**config.mk**
```make
export PLATFORM = sky130hd
export DESIGN_NAME = bsm_backup_supply_manager
export DESIGN_NICKNAME = d
export VERILOG_FILES = /design/src/core/bsm_sync2.v /design/src/core/bsm_backup_supply_manager.v
export VERILOG_INCLUDE_DIRS = /design/src /design/src/include
export SDC_FILE = /design/constraint.sdc
export NUM_CORES = 1
export LEC_CHECK = 0
export ABC_AREA = 1
export BUFFER_PORTS_ARGS = -buffer_cell sky130_fd_sc_hd__buf_2
export CAP_MARGIN = 20
export CORE_MARGIN = 8
export CORE_UTILIZATION = 48
export CTS_BUF_LIST = sky130_fd_sc_hd__clkbuf_8
export DETAILED_ROUTE_END_ITERATION = 10
export GPL_ROUTABILITY_DRIVEN = 0
export PLACE_DENSITY = 0.79
export SETUP_SLACK_MARGIN = 0.4
export SLEW_MARGIN = 20
export SYNTH_ARGS = -nofsm -noshare
export SYNTH_HDL_FRONTEND = slang
export SYNTH_HIERARCHICAL = 1
export SYNTH_SLANG_ARGS = --single-unit
```
**constraint.sdc**
```tcl
create_clock -name clk_sys_i -period 1.6 [get_ports clk_sys_i]
set_input_delay 0 -clock clk_sys_i [delete_from_list [all_inputs] [get_ports clk_sys_i]]
set_output_delay 0 -clock clk_sys_i [all_outputs]
set_load 0.02 [all_outputs]
```
**src/include/bsm_defines.vh**
```
`ifndef BSM_DEFINES_VH
`define BSM_DEFINES_VH
// Register offset of the power control and status register
`define BSM_REG_PWR_CTRL 8'h02
// Field positions inside the power control and status register
`define BSM_PM_HI 7
`define BSM_PM_LO 5
`define BSM_SSF_BIT 3
`define BSM_BLF_BIT 2
`define BSM_SSIE_BIT 1
`define BSM_BATTERY_LOW_IRQ_EN_BIT 0
// Reset values
`define BSM_PM_RESET 3'h7
`define BSM_REG_RESET 8'he0
// Comparator levels during reset: main taken as absent, battery healthy
`define BSM_CMP_RESET 3'h3
// Power mode codes
`define BSM_PM_STD_LB 3'h0
`define BSM_PM_DIR_LB 3'h1
`define BSM_PM_OFF_A 3'h2
`define BSM_PM_OFF_B 3'h3
`define BSM_PM_STD 3'h4
`define BSM_PM_DIR 3'h5
`define BSM_PM_BAD 3'h6
`define BSM_PM_OFF 3'h7
// Supply states
`define BSM_ST_STANDBY 2'h0
`define BSM_ST_MAIN 2'h1
`define BSM_ST_BATTERY 2'h2
`endif

```
**src/core/bsm_sync2.v**
```verilog
`timescale 1ns/100ps
`include "bsm_defines.vh"
// Two flip-flop level synchroniser for a bundle of comparator levels
module bsm_sync2 (
  input wire clk_i,          // System clock
  input wire rstn_i,         // Active low reset
  input wire [2:0] async_i,  // Raw comparator levels
  output reg [2:0] sync_o    // Synchronised levels
);

  reg [2:0] meta; // First stage, read only by second stage

  // Two stage capture against metastability
  // Reset reads as main absent, so the state machine cannot see a false
  // main supply before the first real levels have passed both stages
  always @(posedge clk_i or negedge rstn_i) begin
    if (!rstn_i) begin
      meta <= `BSM_CMP_RESET;
      sync_o <= `BSM_CMP_RESET;
    end else begin
      meta <= async_i;
      sync_o <= meta;
    end
  end

endmodule

```
**src/core/bsm_backup_supply_manager.v**
```verilog
`timescale 1ns/100ps
`include "bsm_defines.vh"

////////////////////////////////////////////////////////////////////////////
module bsm_backup_supply_manager (
  input wire clk_sys_i,        // 10 MHz system clock
  input wire rstn_i,           // Active low power-on reset
  input wire main_below_bat_i, // Main supply is below battery
  input wire main_below_thr_i, // Main supply below switch_threshold
  input wire bat_low_i,        // Battery below low_battery_threshold
  input wire reg_wr_i,         // Host register write strobe
  input wire reg_rd_i,         // Host register read strobe
  input wire [7:0] reg_addr_i, // Host register address
  input wire [7:0] reg_wdata_i, // Host write data
  input wire clock_output_pin_en_i,      // Clock output enabled on shared pin
  input wire clock_output_pin_i,         // Clock to place on shared pin
  output reg [7:0] reg_rdata_o, // Host read data
  output wire rdata_oe_o,      // Host read data drive enable
  output wire irq_out_primary_o, // Shared pin output level
  output wire irq_out_primary_oe_o, // Shared pin drive enable
  output wire on_battery_o,    // Internal supply is the battery
  output wire standby_o,       // Standby, nothing drawn from battery
  output wire [1:0] supply_state_o // Current supply state
);

  ////////////////////////////////////////////////////////////////////////
  // Reset release
  reg [1:0] rst_pipe; // Reset release shift
  wire rst_n;         // Synchronised reset used everywhere

  // Asynchronous assert, clocked release
  always @(posedge clk_sys_i or negedge rstn_i) begin
    if (!rstn_i)
      rst_pipe <= 2'h0;
    else
      rst_pipe <= {rst_pipe[0], 1'b1};
  end
  assign rst_n = rst_pipe[1];

  ////////////////////////////////////////////////////////////////////////
  // Comparator synchronisation
  wire [2:0] cmp_sync; // Synchronised comparator levels
  wire below_bat;      // Main below battery
  wire below_thr;      // Main below switch threshold
  wire low_bat;        // Battery low

  bsm_sync2 u_sync (
    .clk_i(clk_sys_i),
    .rstn_i(rst_n),
    .async_i({bat_low_i, main_below_thr_i, main_below_bat_i}),
    .sync_o(cmp_sync)
  );
  assign below_bat = cmp_sync[0];
  assign below_thr = cmp_sync[1];
  assign low_bat = cmp_sync[2];

  ////////////////////////////////////////////////////////////////////////
  // Power mode decode
  reg [2:0] power_mode_select;    // Power mode field
  reg supply_switch_flag;         // Set on switch to battery
  reg battery_low_flag;           // Set while battery low
  reg supply_switch_irq_en;       // Switch flag interrupt enable
  reg battery_low_irq_en;         // Low flag interrupt enable
  reg [1:0] state;                // Supply state
  reg [1:0] next_state;           // Next supply state

  // Switch-over enabled for modes 000, 001, 100, 101
  function sw_enabled;
    input [2:0] pm;
    begin
      case (pm)
        `BSM_PM_STD_LB, `BSM_PM_DIR_LB, `BSM_PM_STD, `BSM_PM_DIR:
          sw_enabled = 1'b1;
        default:
          sw_enabled = 1'b0;
      endcase
    end
  endfunction

  wire sw_en;     // Switch-over active
  wire direct;    // Direct switching mode
  wire lowdet_en; // Battery low detection active
  wire pm_fail;   // Power failure condition

  assign sw_en = sw_enabled(power_mode_select);
  assign direct = power_mode_select[0];
  assign lowdet_en = ~power_mode_select[2];
  // Direct mode uses battery comparison only
  assign pm_fail = direct ? below_bat : (below_bat & below_thr);

  ////////////////////////////////////////////////////////////////////////
  // Supply state machine
  // Main is taken present when not below battery; from battery, when not in a failure condition
  always @* begin
    next_state = state;
    case (state)
      `BSM_ST_STANDBY: begin
        if (!below_bat)
          next_state = `BSM_ST_MAIN;
      end
      `BSM_ST_MAIN: begin
        if (below_bat) begin
          if (!sw_en)
            next_state = `BSM_ST_STANDBY;
          else if (pm_fail)
            next_state = `BSM_ST_BATTERY;
        end
      end
      `BSM_ST_BATTERY: begin
        if (!pm_fail)
          next_state = `BSM_ST_MAIN;
      end
      default:
        next_state = `BSM_ST_STANDBY;
    endcase
  end

  // State register, reset lands in standby since supply is unknown
  always @(posedge clk_sys_i or negedge rst_n) begin
    if (!rst_n)
      state <= `BSM_ST_STANDBY;
    else
      state <= next_state;
  end

  wire on_bat;     // Running from battery
  wire enter_bat;  // One-cycle entry to battery
  wire host_ok;    // Host interface live
  wire wr_hit;     // Accepted write to the register
  assign on_bat = (state == `BSM_ST_BATTERY);
  assign enter_bat = (next_state == `BSM_ST_BATTERY) & ~on_bat;
  assign host_ok = (state == `BSM_ST_MAIN);
  assign wr_hit = host_ok & reg_wr_i & (reg_addr_i == `BSM_REG_PWR_CTRL);

  ////////////////////////////////////////////////////////////////////////
  // Register and flags
  // Writable fields; low flag is never taken from host data
  always @(posedge clk_sys_i or negedge rst_n) begin
    if (!rst_n) begin
      power_mode_select <= `BSM_PM_RESET;
      supply_switch_irq_en <= 1'b0;
      battery_low_irq_en <= 1'b0;
      supply_switch_flag <= 1'b0;
      battery_low_flag <= 1'b0;
    end else begin
      if (wr_hit) begin
        power_mode_select <= reg_wdata_i[`BSM_PM_HI:`BSM_PM_LO];
        supply_switch_irq_en <= reg_wdata_i[`BSM_SSIE_BIT];
        battery_low_irq_en <= reg_wdata_i[`BSM_BATTERY_LOW_IRQ_EN_BIT];
      end
      if (!sw_en)
        supply_switch_flag <= 1'b0;
      // Set on battery entry, set beats clear
      else if (enter_bat)
        supply_switch_flag <= 1'b1;
      else if (wr_hit && !reg_wdata_i[`BSM_SSF_BIT])
        supply_switch_flag <= 1'b0;
      // Set while low, also on battery
      if (lowdet_en)
        battery_low_flag <= low_bat;
      else
        battery_low_flag <= 1'b0;
    end
  end

  // Read data register; bit 4 reads zero
  always @(posedge clk_sys_i or negedge rst_n) begin
    if (!rst_n)
      reg_rdata_o <= `BSM_REG_RESET;
    else if (host_ok && reg_rd_i && reg_addr_i == `BSM_REG_PWR_CTRL)
      reg_rdata_o <= {power_mode_select, 1'b0, supply_switch_flag,
                      battery_low_flag, supply_switch_irq_en,
                      battery_low_irq_en};
  end
  assign rdata_oe_o = host_ok & reg_rd_i;

  ////////////////////////////////////////////////////////////////////////
  // Interrupt pin
  wire irq_any; // Any enabled source active
  // Low flag gated by its enable
  assign irq_any = (supply_switch_flag & supply_switch_irq_en) |
                   (battery_low_flag & battery_low_irq_en);
  // Open drain low; clock output takes priority
  assign irq_out_primary_o = clock_output_pin_en_i ? clock_output_pin_i : 1'b0;
  assign irq_out_primary_oe_o = clock_output_pin_en_i ? 1'b1 : irq_any;

  assign on_battery_o = on_bat;
  assign standby_o = (state == `BSM_ST_STANDBY);
  assign supply_state_o = state;

endmodule

```
==> results of run 1 <==
## cell type report
cell class                      count  area, um^2  share of cell area [%]
Clock buffer                        3        41.3                    2.96
Clock inverter                      1        30.0                    2.15
Inverter                           10        40.0                    2.87
Multi-Input combinational cell     65         334                    24.0
Sequential cell                    24         616                    44.2
Tap cell                           27        33.8                    2.42
Timing Repair Buffer               48         299                    21.5
## cell usage after synthesis (all sizes together)
library cell	n
buf	2
inv	10
dfrtp	14
dfstp	10
o31ai	1
a21boi	1
nand3	13
a21o	1
o21ai	4
nor2	12
a21oi	1
conb	2
nand2	30
## cells by family (layout without fill, tap and decap cells)
group                  after synthesis  after routing
AND/OR/NAND/NOR                     55             55
AO/OA/AOI/OAI                        8              8
other                                2              2
flip-flops                          24             24
buffers and inverters               12             62
## registers in the layout, summed over array words and instances (netlist names)
name / flops
rst_pipe: 2
battery_low_flag: 1
power_mode_select: 3
u_sync/meta: 3
battery_low_irq_en: 1
reg_rdata_o: 7
supply_switch_flag: 1
supply_state_o: 2
supply_switch_irq_en: 1
u_sync/sync_o: 3
## power breakdown
part	total, mW	leakage [nW]	switching, mW	internal (mW)
Combinational	0.275	0.433	0.162	0.113
Sequential	0.696	0.280	0.0399	0.656
Clock	0.527	0.0357	0.192	0.335
## metal layers
metal	global-route usage, %	vias to the layer above	share of wire (%)
li1	-	414	-
met1	12.9	388	38
met2	23.3	29	52
met3	3.97	5	9.0
met4	5.19	0	1.2
met5	0	-	0
## final timing paths
| check | to | cells after the start | slack [ns] |
|---|---|---|---|
| setup / recovery | rdata_oe_o | 4 | 0.43 |
| hold / removal | rst_pipe[1] | 2 | 0.05 |
| setup reg to reg | reg_rdata_o[1] | 6 | 0.48 |
| hold reg to reg | u_sync/meta[2] | 0 | 0.17 |
| max in group asynchronous | reg_rdata_o[5] | 1 | 0.85 |
| min in group clk_sys_i | supply_switch_flag | 5 | 0.07 |
## critical path: stages (launching register included)
cell	delay, ns
sky130_fd_sc_hd__dfrtp_2	0.43
sky130_fd_sc_hd__inv_4	0.08
sky130_fd_sc_hd__nand2_4	0.08
sky130_fd_sc_hd__nor2_8	0.17
sky130_fd_sc_hd__buf_6	0.14
## through the flow
stage | std cells | util, %
global placement | 163 | 61.6
CTS | 176 | 70.1
detailed placement | 163 | 61.6
global route | 178 | 71.0
floorplan | 101 | -
finish | 178 | 71.0
## timing repair
| action | 4_1_cts | 5_1_grt |
|---|---|---|
| endpoints found under the setup margin | 1 | 3 |
| setup buffers | 0 | 2 |
| hold buffers | 9 | 0 |
| gates resized for setup | 2 | 2 |
| hold endpoints to repair | 10 | 0 |
| gates cloned | 0 | 0 |
| pin swaps | 1 | 2 |
==> results.sh, run 1 <==
export IMPL_row_count=16
export IMPL_grt_pass1_wl_um=3550
export IMPL_antenna_found_initial=0
export IMPL_holdWs_ns=0.0471
export IMPL_clk_latency_ns=0.27
export IMPL_tritoncts="yes"
export IMPL_overall_die_height_um=61.6
export IMPL_worst_endpoint_required_ns=1.60
export IMPL_total_power_mw=1.50
export IMPL_initial_utilization_pct=50.9
export IMPL_most_common_layout_cells="35 x sky130_fd_sc_hd__buf_2, 27 x sky130_fd_sc_hd__nand2_1, 13 x sky130_fd_sc_hd__nand3_1"
export IMPL_cts_root_to_sink_buffers=2
export IMPL_ant_nets=0
export IMPL_critical_path_endpoint_type="output port"
export IMPL_layout_min_cycle_time_ns=1.17
export IMPL_syn_to_final_growth_pct=39.6
export IMPL_crit_path_start_kind="flop"
export IMPL_yosys_area_top_type="sky130_fd_sc_hd__dfrtp_1"
export IMPL_post_synth_xor_area_fraction_pct=0
export IMPL_synthSimpleGateAreaFrac_pct=26.7
export IMPL_rsz0062_at_grt="false"
export IMPL_ys_seq_area_share_pct=61.4
export IMPL_pre_cts_slack_ns=0.436
export IMPL_final_setup_viol_count=0
export IMPL_yosys_warnings=6
export IMPL_post_synth_mux_area_share_pct=0
export IMPL_grtUsageTotal_pct=12.7
export IMPL_pwr_density_cell_nw_per_um2=1070
export IMPL_timing_max_transition_violations_final=0
export IMPL_synth_compound_gate_area_share_pct=5.51
export IMPL_setup_crit_start="supply_state_o[1]"
export IMPL_final_common_cell="sky130_fd_sc_hd__buf_2"
export IMPL_synth_cells=101
export IMPL_globalRoute_totalOverflow=0
export IMPL_critical_r2r_launch="supply_state_o[1]"
export IMPL_dpl_hpwl_um=1630
export IMPL_vdd_ir_drop_worst_uv=812
export IMPL_hold_violations_final=0
export IMPL_cts_htree_levels=1
export IMPL_yosysUniqueCellTypes=19
export IMPL_first_global_vias=839
export IMPL_placed_cell_area_um2=1210
export IMPL_drt_iter0_drc=31
export IMPL_critical_path_peak_fanout=7
export IMPL_clkSinkCount=24
export IMPL_detailed_routing_iterations_pass_1=4
export IMPL_critPathArrivalTime_ns=1.17
export IMPL_synth_fa_ha_area_share_pct=0
export IMPL_netlist_area_um2=998
export IMPL_drive_gt1_share_pct=42.4
export IMPL_max_cap_violations=0
export IMPL_core_area_um2=1960
export IMPL_cts_buffers=3
export IMPL_routed_wl_um=2270
export IMPL_horizontal_die_dimension_um=61.6
export IMPL_timing_fmax_mhz=856
export IMPL_dominant_combinational_cell_family_by_area_after_synthesis="simple AND/OR/NAND/NOR gates"
export IMPL_path_class="reg2out"
export IMPL_wire_per_inst_um=12.7
export IMPL_largest_net_degree_at_the_start_of_global_routing=15
export IMPL_die_area_um2=3800
export IMPL_fin_tns_setup_ns=0
export IMPL_synthesis_area_per_instance_um2=9.89
export IMPL_synth_area_leaders="sky130_fd_sc_hd__dfrtp_1 35%, sky130_fd_sc_hd__dfstp_2 26%, sky130_fd_sc_hd__nand2_1 10%"
export IMPL_vias=836
export IMPL_setup_ws_ns=0.432
export IMPL_stdcell_area_um2=1390
export IMPL_outcome="finished, final reports clean"
export IMPL_clk_root_buffer_cell="sky130_fd_sc_hd__clkbuf_8"
export IMPL_fin_crit_sh_pct=73.0
export IMPL_leakage_nw=0.749
export IMPL_via_per_inst=4.70
export IMPL_buffers_added_on_ports=36
export IMPL_num_nets_final=177
export IMPL_filler_cell_count=144
export IMPL_path_clk_slew_ns=0.08
export IMPL_timing_clock_skew_ns=0.00489
export IMPL_drc=0
export IMPL_yosys_register_bits=24
export IMPL_diodes=0
export IMPL_synth_top_cell_area_share_pct=35.1
export IMPL_num_io_pins=40
export IMPL_worst_hold_path_type="in2async"
export IMPL_syn_num_nets=126
Power figures use the tool's default switching activity.
==> run 2: changes to the inputs <==
--- a/config.mk
+++ b/config.mk
@@ -10,11 +10,11 @@
 export BUFFER_PORTS_ARGS = -buffer_cell sky130_fd_sc_hd__buf_2
 export CAP_MARGIN = 20
 export CORE_MARGIN = 8
-export CORE_UTILIZATION = 48
+export CORE_UTILIZATION = 44
 export CTS_BUF_LIST = sky130_fd_sc_hd__clkbuf_8
 export DETAILED_ROUTE_END_ITERATION = 10
 export GPL_ROUTABILITY_DRIVEN = 0
-export PLACE_DENSITY = 0.79
+export PLACE_DENSITY = 0.77
 export SETUP_SLACK_MARGIN = 0.4
 export SLEW_MARGIN = 20
 export SYNTH_ARGS = -nofsm -noshare
==> constraint.sdc (replaced) <==
create_clock -name clk_sys_i -period 1 [get_ports clk_sys_i]
set_input_delay 0 -clock clk_sys_i [delete_from_list [all_inputs] [get_ports clk_sys_i]]
set_output_delay 0 -clock clk_sys_i [all_outputs]
set_load 0.02 [all_outputs]
==> run 2 against run 1 <==
  * Clock skew down 0.0036 ns
  * Flip-flop and latch count unchanged
  * Die area up 6.7%
  * Count of clock-buffer cells in the layout up 1
  * The run now ends with negative hold slack, negative setup slack left
  * Critical path type unchanged
==> results.sh, run 2 (synthesis results as in run 1) <==
export IMPL_outcome="complete, but fails checks"
export IMPL_failed_checks="negative hold slack, negative setup slack"
export IMPL_grt_pass1_wl_um=4150
export IMPL_first_global_vias=956
export IMPL_crit_chain="inv_4 -> nand2_4 -> nor2_8 -> buf_6"
export IMPL_final_setup_viol_count=19
export IMPL_antenna_found_initial=0
export IMPL_timing_max_transition_violations_final=0
export IMPL_largest_net_degree_at_the_start_of_global_routing=23
export IMPL_regMostFlops="reg_rdata_o"
export IMPL_cts_buffers=3
export IMPL_min_from="reg_wdata_i[0]"
export IMPL_cts_htree_levels=1
export IMPL_timing_critical_path_slowest_stage_cell="sky130_fd_sc_hd__dfrtp_2"
export IMPL_rsz0062_at_grt="true"
export IMPL_ctsHoldBuffers=7
export IMPL_horizontal_die_dimension_um=63.6
export IMPL_critical_path_top_delay_family="flip-flops"
export IMPL_crit_path_max_incr_delay_ns=0.43
export IMPL_globalRoute_totalOverflow=0
export IMPL_drive_gt1_share_pct=54.0
export IMPL_worst_endpoint_required_ns=1.00
export IMPL_num_nets_final=187
export IMPL_fin_tns_setup_ns=-1.17
export IMPL_tritoncts="yes"
export IMPL_filler_cell_count=160
export IMPL_drc=0
export IMPL_row_count=17
export IMPL_total_power_mw=2.34
export IMPL_via_per_inst=4.51
export IMPL_num_io_pins=40
export IMPL_core_area_um2=2170
export IMPL_critical_path_endpoint_type="output port"
export IMPL_routed_wl_um=2390
export IMPL_setup_ws_ns=-0.110
export IMPL_dpl_hpwl_um=1780
export IMPL_vias=852
export IMPL_vdd_ir_drop_worst_uv=942
export IMPL_worst_hold_path_type="in2reg"
export IMPL_regArea_um2=619
export IMPL_layout_min_cycle_time_ns=1.11
export IMPL_overall_die_height_um=63.6
export IMPL_die_area_um2=4050
export IMPL_multi_input_comb_area_um2=373
export IMPL_diodes=0
export IMPL_timing_clock_skew_ns=0.00130
export IMPL_setup_crit_start="supply_state_o[1]"
export IMPL_hold_violations_final=2
export IMPL_path_class="reg2out"
export IMPL_clk_latency_ns=0.26
export IMPL_critical_path_peak_fanout=5
export IMPL_number_of_flip_flops_under_the_largest_register_name=7
export IMPL_cts_root_to_sink_buffers=2
export IMPL_crit_path_start_kind="flop"
export IMPL_detailed_routing_iterations_pass_1=4
export IMPL_wire_per_inst_um=12.7
export IMPL_most_common_layout_cells="24 x sky130_fd_sc_hd__nand2_1, 24 x sky130_fd_sc_hd__buf_2, 15 x sky130_fd_sc_hd__buf_4"
export IMPL_clk_root_buffer_cell="sky130_fd_sc_hd__clkbuf_8"
export IMPL_ant_nets=0
export IMPL_holdWs_ns=-0.0278
export IMPL_drt_iter0_drc=16
export IMPL_critical_r2r_launch="supply_state_o[1]"
export IMPL_clkSinkCount=24
export IMPL_initial_utilization_pct=46.0
export IMPL_grtUsageTotal_pct=12.3
export IMPL_syn_to_final_growth_pct=56.3
export IMPL_max_cap_violations=0
export IMPL_buffers_added_on_ports=36
export IMPL_path_clk_slew_ns=0.08
export IMPL_crit_buf_inv=2
export IMPL_pwr_density_cell_nw_per_um2=1500
export IMPL_leakage_nw=0.816
export IMPL_timing_fmax_mhz=901
export IMPL_critPathArrivalTime_ns=1.11
export IMPL_fin_crit_sh_pct=111
[run 2: area by class of cell]
class / count / share of cell area (%)
Tap cell: 28 / 2.25
Clock buffer: 4 / 3.53
Multi-Input combinational cell: 65 / 23.9
Sequential cell: 24 / 39.7
Inverter: 10 / 2.57
Timing Repair Buffer: 58 / 28.1
[run 2: report_power, final]
group          switching, mW  internal [mW]  total (mW)
logic                  0.299          0.281       0.580
clock network          0.289          0.351       0.640
registers             0.0653           1.05        1.12
total                  0.653           1.68        2.34
[run 2: worst min-delay path: cells and delay by family]
| family | cells | cell delay (ns) |
|---|---|---|
| AND/OR/NAND/NOR | 2 | 0.12 |
| buffers and inverters | 1 | 0.08 |
[run 2: path summary, 6_finish.rpt]
path                                   endpoint  slack (ns)  cells after the start
hold reg to reg                  u_sync/meta[2]        0.21                      0
max in group asynchronous        reg_rdata_o[7]        0.51                      0
setup / recovery                     rdata_oe_o       -0.11                      4
min in group asynchronous           rst_pipe[1]        0.04                      2
setup reg to reg           supply_switch_irq_en       -0.08                      6
hold / removal               battery_low_irq_en       -0.03                      3
[run 2: timing repair]
action / in CTS / in global routing
setup endpoints to repair: 29 / 51
gates resized for setup: 31 / 1
pin swaps: 9 / 2
setup buffers: 6 / 2
hold endpoints to repair: 10 / 1
[run 2: per-layer routing]
layer,track usage (%),wire length [um],vias to the layer above
met5,0,0,-
met4,3.34,10,0
met3,4.24,149,2
met2,22.2,1270,25
met1,13.3,963,394
li1,-,-,431
[run 2: metrics by stage]
step | area [um^2] | worst slack [ns] | std cells | hold WS, ns | util [%]
final | 1560 | -0.110 | 189 | -0.0278 | 71.9
after global routing | 1560 | -0.173 | 189 | -0.0304 | 71.9
after CTS | 1540 | -0.109 | 187 | -0.0243 | 71.1
after detailed placement | 1270 | -0.0778 | 170 | -0.214 | 58.8
after global placement | 1270 | -0.0386 | 170 | -0.216 | 58.8
after floorplan | 1030 | -0.159 | 101 | -0.296 | -
==> run 3: changes to the inputs <==
--- a/config.mk
+++ b/config.mk
@@ -9,12 +9,13 @@
 export ABC_AREA = 1
 export BUFFER_PORTS_ARGS = -buffer_cell sky130_fd_sc_hd__buf_2
 export CAP_MARGIN = 20
+export CORE_ASPECT_RATIO = 0.75
 export CORE_MARGIN = 8
-export CORE_UTILIZATION = 44
+export CORE_UTILIZATION = 40
 export CTS_BUF_LIST = sky130_fd_sc_hd__clkbuf_8
 export DETAILED_ROUTE_END_ITERATION = 10
 export GPL_ROUTABILITY_DRIVEN = 0
-export PLACE_DENSITY = 0.77
+export PLACE_DENSITY = 0.71
 export SETUP_SLACK_MARGIN = 0.4
 export SLEW_MARGIN = 20
 export SYNTH_ARGS = -nofsm -noshare
==> run 3 against run 2 <==
  * The flow still finishes with violations (negative hold slack, negative setup slack)
  * Count of clock-buffer cells in the layout stayed put
  * Critical path depth is 1 higher
  * Clock power is 0.9% higher
  * Register-to-register slack worse by 0.05 ns
  * Maximum frequency is 2.8% lower
  * Total power is 3.5% higher
  * Combinational power is 13% higher
==> results.sh, run 3 (synthesis results as in run 1) <==
export IMPL_ant_nets=0
export IMPL_cpMostUsedCell="sky130_fd_sc_hd__buf_6"
export IMPL_fin_tns_setup_ns=-1.60
export IMPL_cts_root_to_sink_buffers=2
export IMPL_regMostFlops="reg_rdata_o"
export IMPL_dpl_hpwl_um=1820
export IMPL_grt_pass1_wl_um=4440
export IMPL_num_nets_final=193
export IMPL_outcome="complete, but fails checks"
export IMPL_buffers_added_on_ports=36
export IMPL_grtUsageTotal_pct=13.2
export IMPL_cts_buffers=3
export IMPL_fin_util_pct=70.8
export IMPL_setup_ws_ns=-0.141
export IMPL_timing_fmax_mhz=876
export IMPL_horizontal_die_dimension_um=73.7
export IMPL_die_area_um2=4370
export IMPL_antenna_found_initial=0
export IMPL_drt_iter0_drc=26
export IMPL_routed_wl_um=2550
export IMPL_path_clk_slew_ns=0.08
export IMPL_dp_cells=178
export IMPL_internal_power_mw=1.73
export IMPL_fin_crit_sh_pct=114
export IMPL_core_area_um2=2330
export IMPL_wire_per_inst_um=12.7
export IMPL_finalNonFillerCells=201
export IMPL_via_per_inst=4.58
export IMPL_layout_min_cycle_time_ns=1.14
export IMPL_pwr_density_cell_nw_per_um2=1470
export IMPL_drive_gt1_share_pct=58.7
export IMPL_final_setup_viol_count=18
export IMPL_crit_path_max_incr_delay_ns=0.43
export IMPL_timing_critical_path_slowest_stage_cell="sky130_fd_sc_hd__dfrtp_2"
export IMPL_worst_endpoint_required_ns=1.00
export IMPL_critPathArrivalTime_ns=1.14
export IMPL_vdd_ir_drop_worst_uv=1090
export IMPL_power_frac_comb_pct=27.0
export IMPL_largest_net_degree_at_the_start_of_global_routing=23
export IMPL_clk_root_buffer_cell="sky130_fd_sc_hd__clkbuf_8"
export IMPL_drc=0
export IMPL_setup_worst_path_end="rdata_oe_o"
export IMPL_rsz0062_at_grt="true"
export IMPL_ctsHoldBuffers=7
export IMPL_timing_max_transition_violations_final=0
export IMPL_power_net_switching_mw=0.692
export IMPL_failed_checks="negative hold slack, negative setup slack"
export IMPL_number_of_flip_flops_under_the_largest_register_name=7
export IMPL_final_common_cell="sky130_fd_sc_hd__buf_2"
export IMPL_row_count=15
export IMPL_hold_violations_final=2
export IMPL_syn_to_final_growth_pct=65.0
export IMPL_first_global_vias=1027
export IMPL_overall_die_height_um=59.3
export IMPL_holdWs_ns=-0.0263
export IMPL_timing_clock_skew_ns=0.00308
export IMPL_critical_r2r_launch="supply_state_o[1]"
export IMPL_detailed_routing_iterations_pass_1=4
export IMPL_clkSinkCount=24
export IMPL_leakage_nw=0.844
export IMPL_worstRegToRegCells=7
export IMPL_num_io_pins=40
export IMPL_p_sw_share_pct=28.6
export IMPL_clk_latency_ns=0.27
export IMPL_tritoncts="yes"
export IMPL_initial_utilization_pct=42.9
export IMPL_power_frac_seq_pct=46.2
export IMPL_r2r_slack_ns=-0.13
export IMPL_power_clock_fraction_pct=26.7
export IMPL_critical_path_endpoint_type="output port"
export IMPL_crit_path_start_kind="flop"
export IMPL_crit_chain="inv_4 -> nand2_4 -> nor2_8 -> buf_6 -> buf_6"
export IMPL_most_common_layout_cells="24 x sky130_fd_sc_hd__buf_2, 20 x sky130_fd_sc_hd__nand2_1, 18 x sky130_fd_sc_hd__buf_4"
export IMPL_crit_reg2reg_capture="reg_rdata_o[2]"
export IMPL_worst_hold_path_type="in2reg"
export IMPL_cts_htree_levels=1
export IMPL_vias=921
export IMPL_diodes=0
export IMPL_globalRoute_totalOverflow=0
export IMPL_max_cap_violations=0
export IMPL_critical_path_peak_fanout=3
export IMPL_setup_crit_start="supply_state_o[1]"
export IMPL_path_class="reg2out"
-- run 3: cell types whose count changed in the layout (fill, tap and decap cells not counted), sizes merged --
cell,delta
nand2,+1
buf,+5
-- run 3: critical path: cells and delay by family, from the launching register on --
kind	cells	cell delay [ns]
simple gates	2	0.17
buf+inv	3	0.28
flops	1	0.43
-- run 3: power by group through the flow --
stage | sequential [mW] | clock (mW) | combinational (mW)
after detailed placement | 1.13 | 0 | 0.468
after global placement | 1.13 | 0 | 0.453
after global routing | 1.13 | 0.700 | 0.706
final | 1.12 | 0.646 | 0.654
after CTS | 1.12 | 0.666 | 0.637
after floorplan | 1.16 | 0 | 0.241
-- run 3: stage by stage --
stage | power, mW | cell area (um^2) | setup slack (ns)
global route | 2.54 | 1650 | -0.202
floorplan | 1.40 | 1030 | -0.159
finish | 2.42 | 1650 | -0.141
CTS | 2.42 | 1630 | -0.152
global placement | 1.58 | 1300 | -0.0394
detailed placement | 1.60 | 1300 | -0.0843
-- run 3: layer usage --
layer | GRT usage [%] | part of all wire (%) | vias up
li1 | - | - | 447
met1 | 12.1 | 38 | 437
met2 | 25.7 | 52 | 30
met3 | 4.90 | 7.3 | 7
met4 | 5.10 | 2.1 | 0
met5 | 0 | 0 | -
-- run 3: how the worst min path moves through the flow --
stage | startpoint | end | slack, ns | depth (start not counted)
floorplan | rstn_i | rst_pipe[0] | -0.30 | 0
global placement | rstn_i | rst_pipe[0] | -0.22 | 1
detailed placement | rstn_i | rst_pipe[0] | -0.21 | 1
CTS | reg_wdata_i[1] | supply_switch_irq_en | -0.03 | 3
global route | reg_wdata_i[1] | supply_switch_irq_en | -0.009 | 3
finish | reg_wdata_i[1] | supply_switch_irq_en | -0.03 | 3
-- run 3: cell type report --
class	count	area (um^2)
inverter	10	40.0
fill	184	679
tap	34	42.5
clock buffer	4	55.1
timing repair buffer	63	483
sequential	24	619
multi-input combinational	66	408
-- run 3: timing repair --
action	CTS	global route
cloned	1	0
endpoints found under the setup margin	31	29
hold endpoints to repair	10	1
setup buffers	10	1
gates resized for setup	36	5
pin swaps	7	0
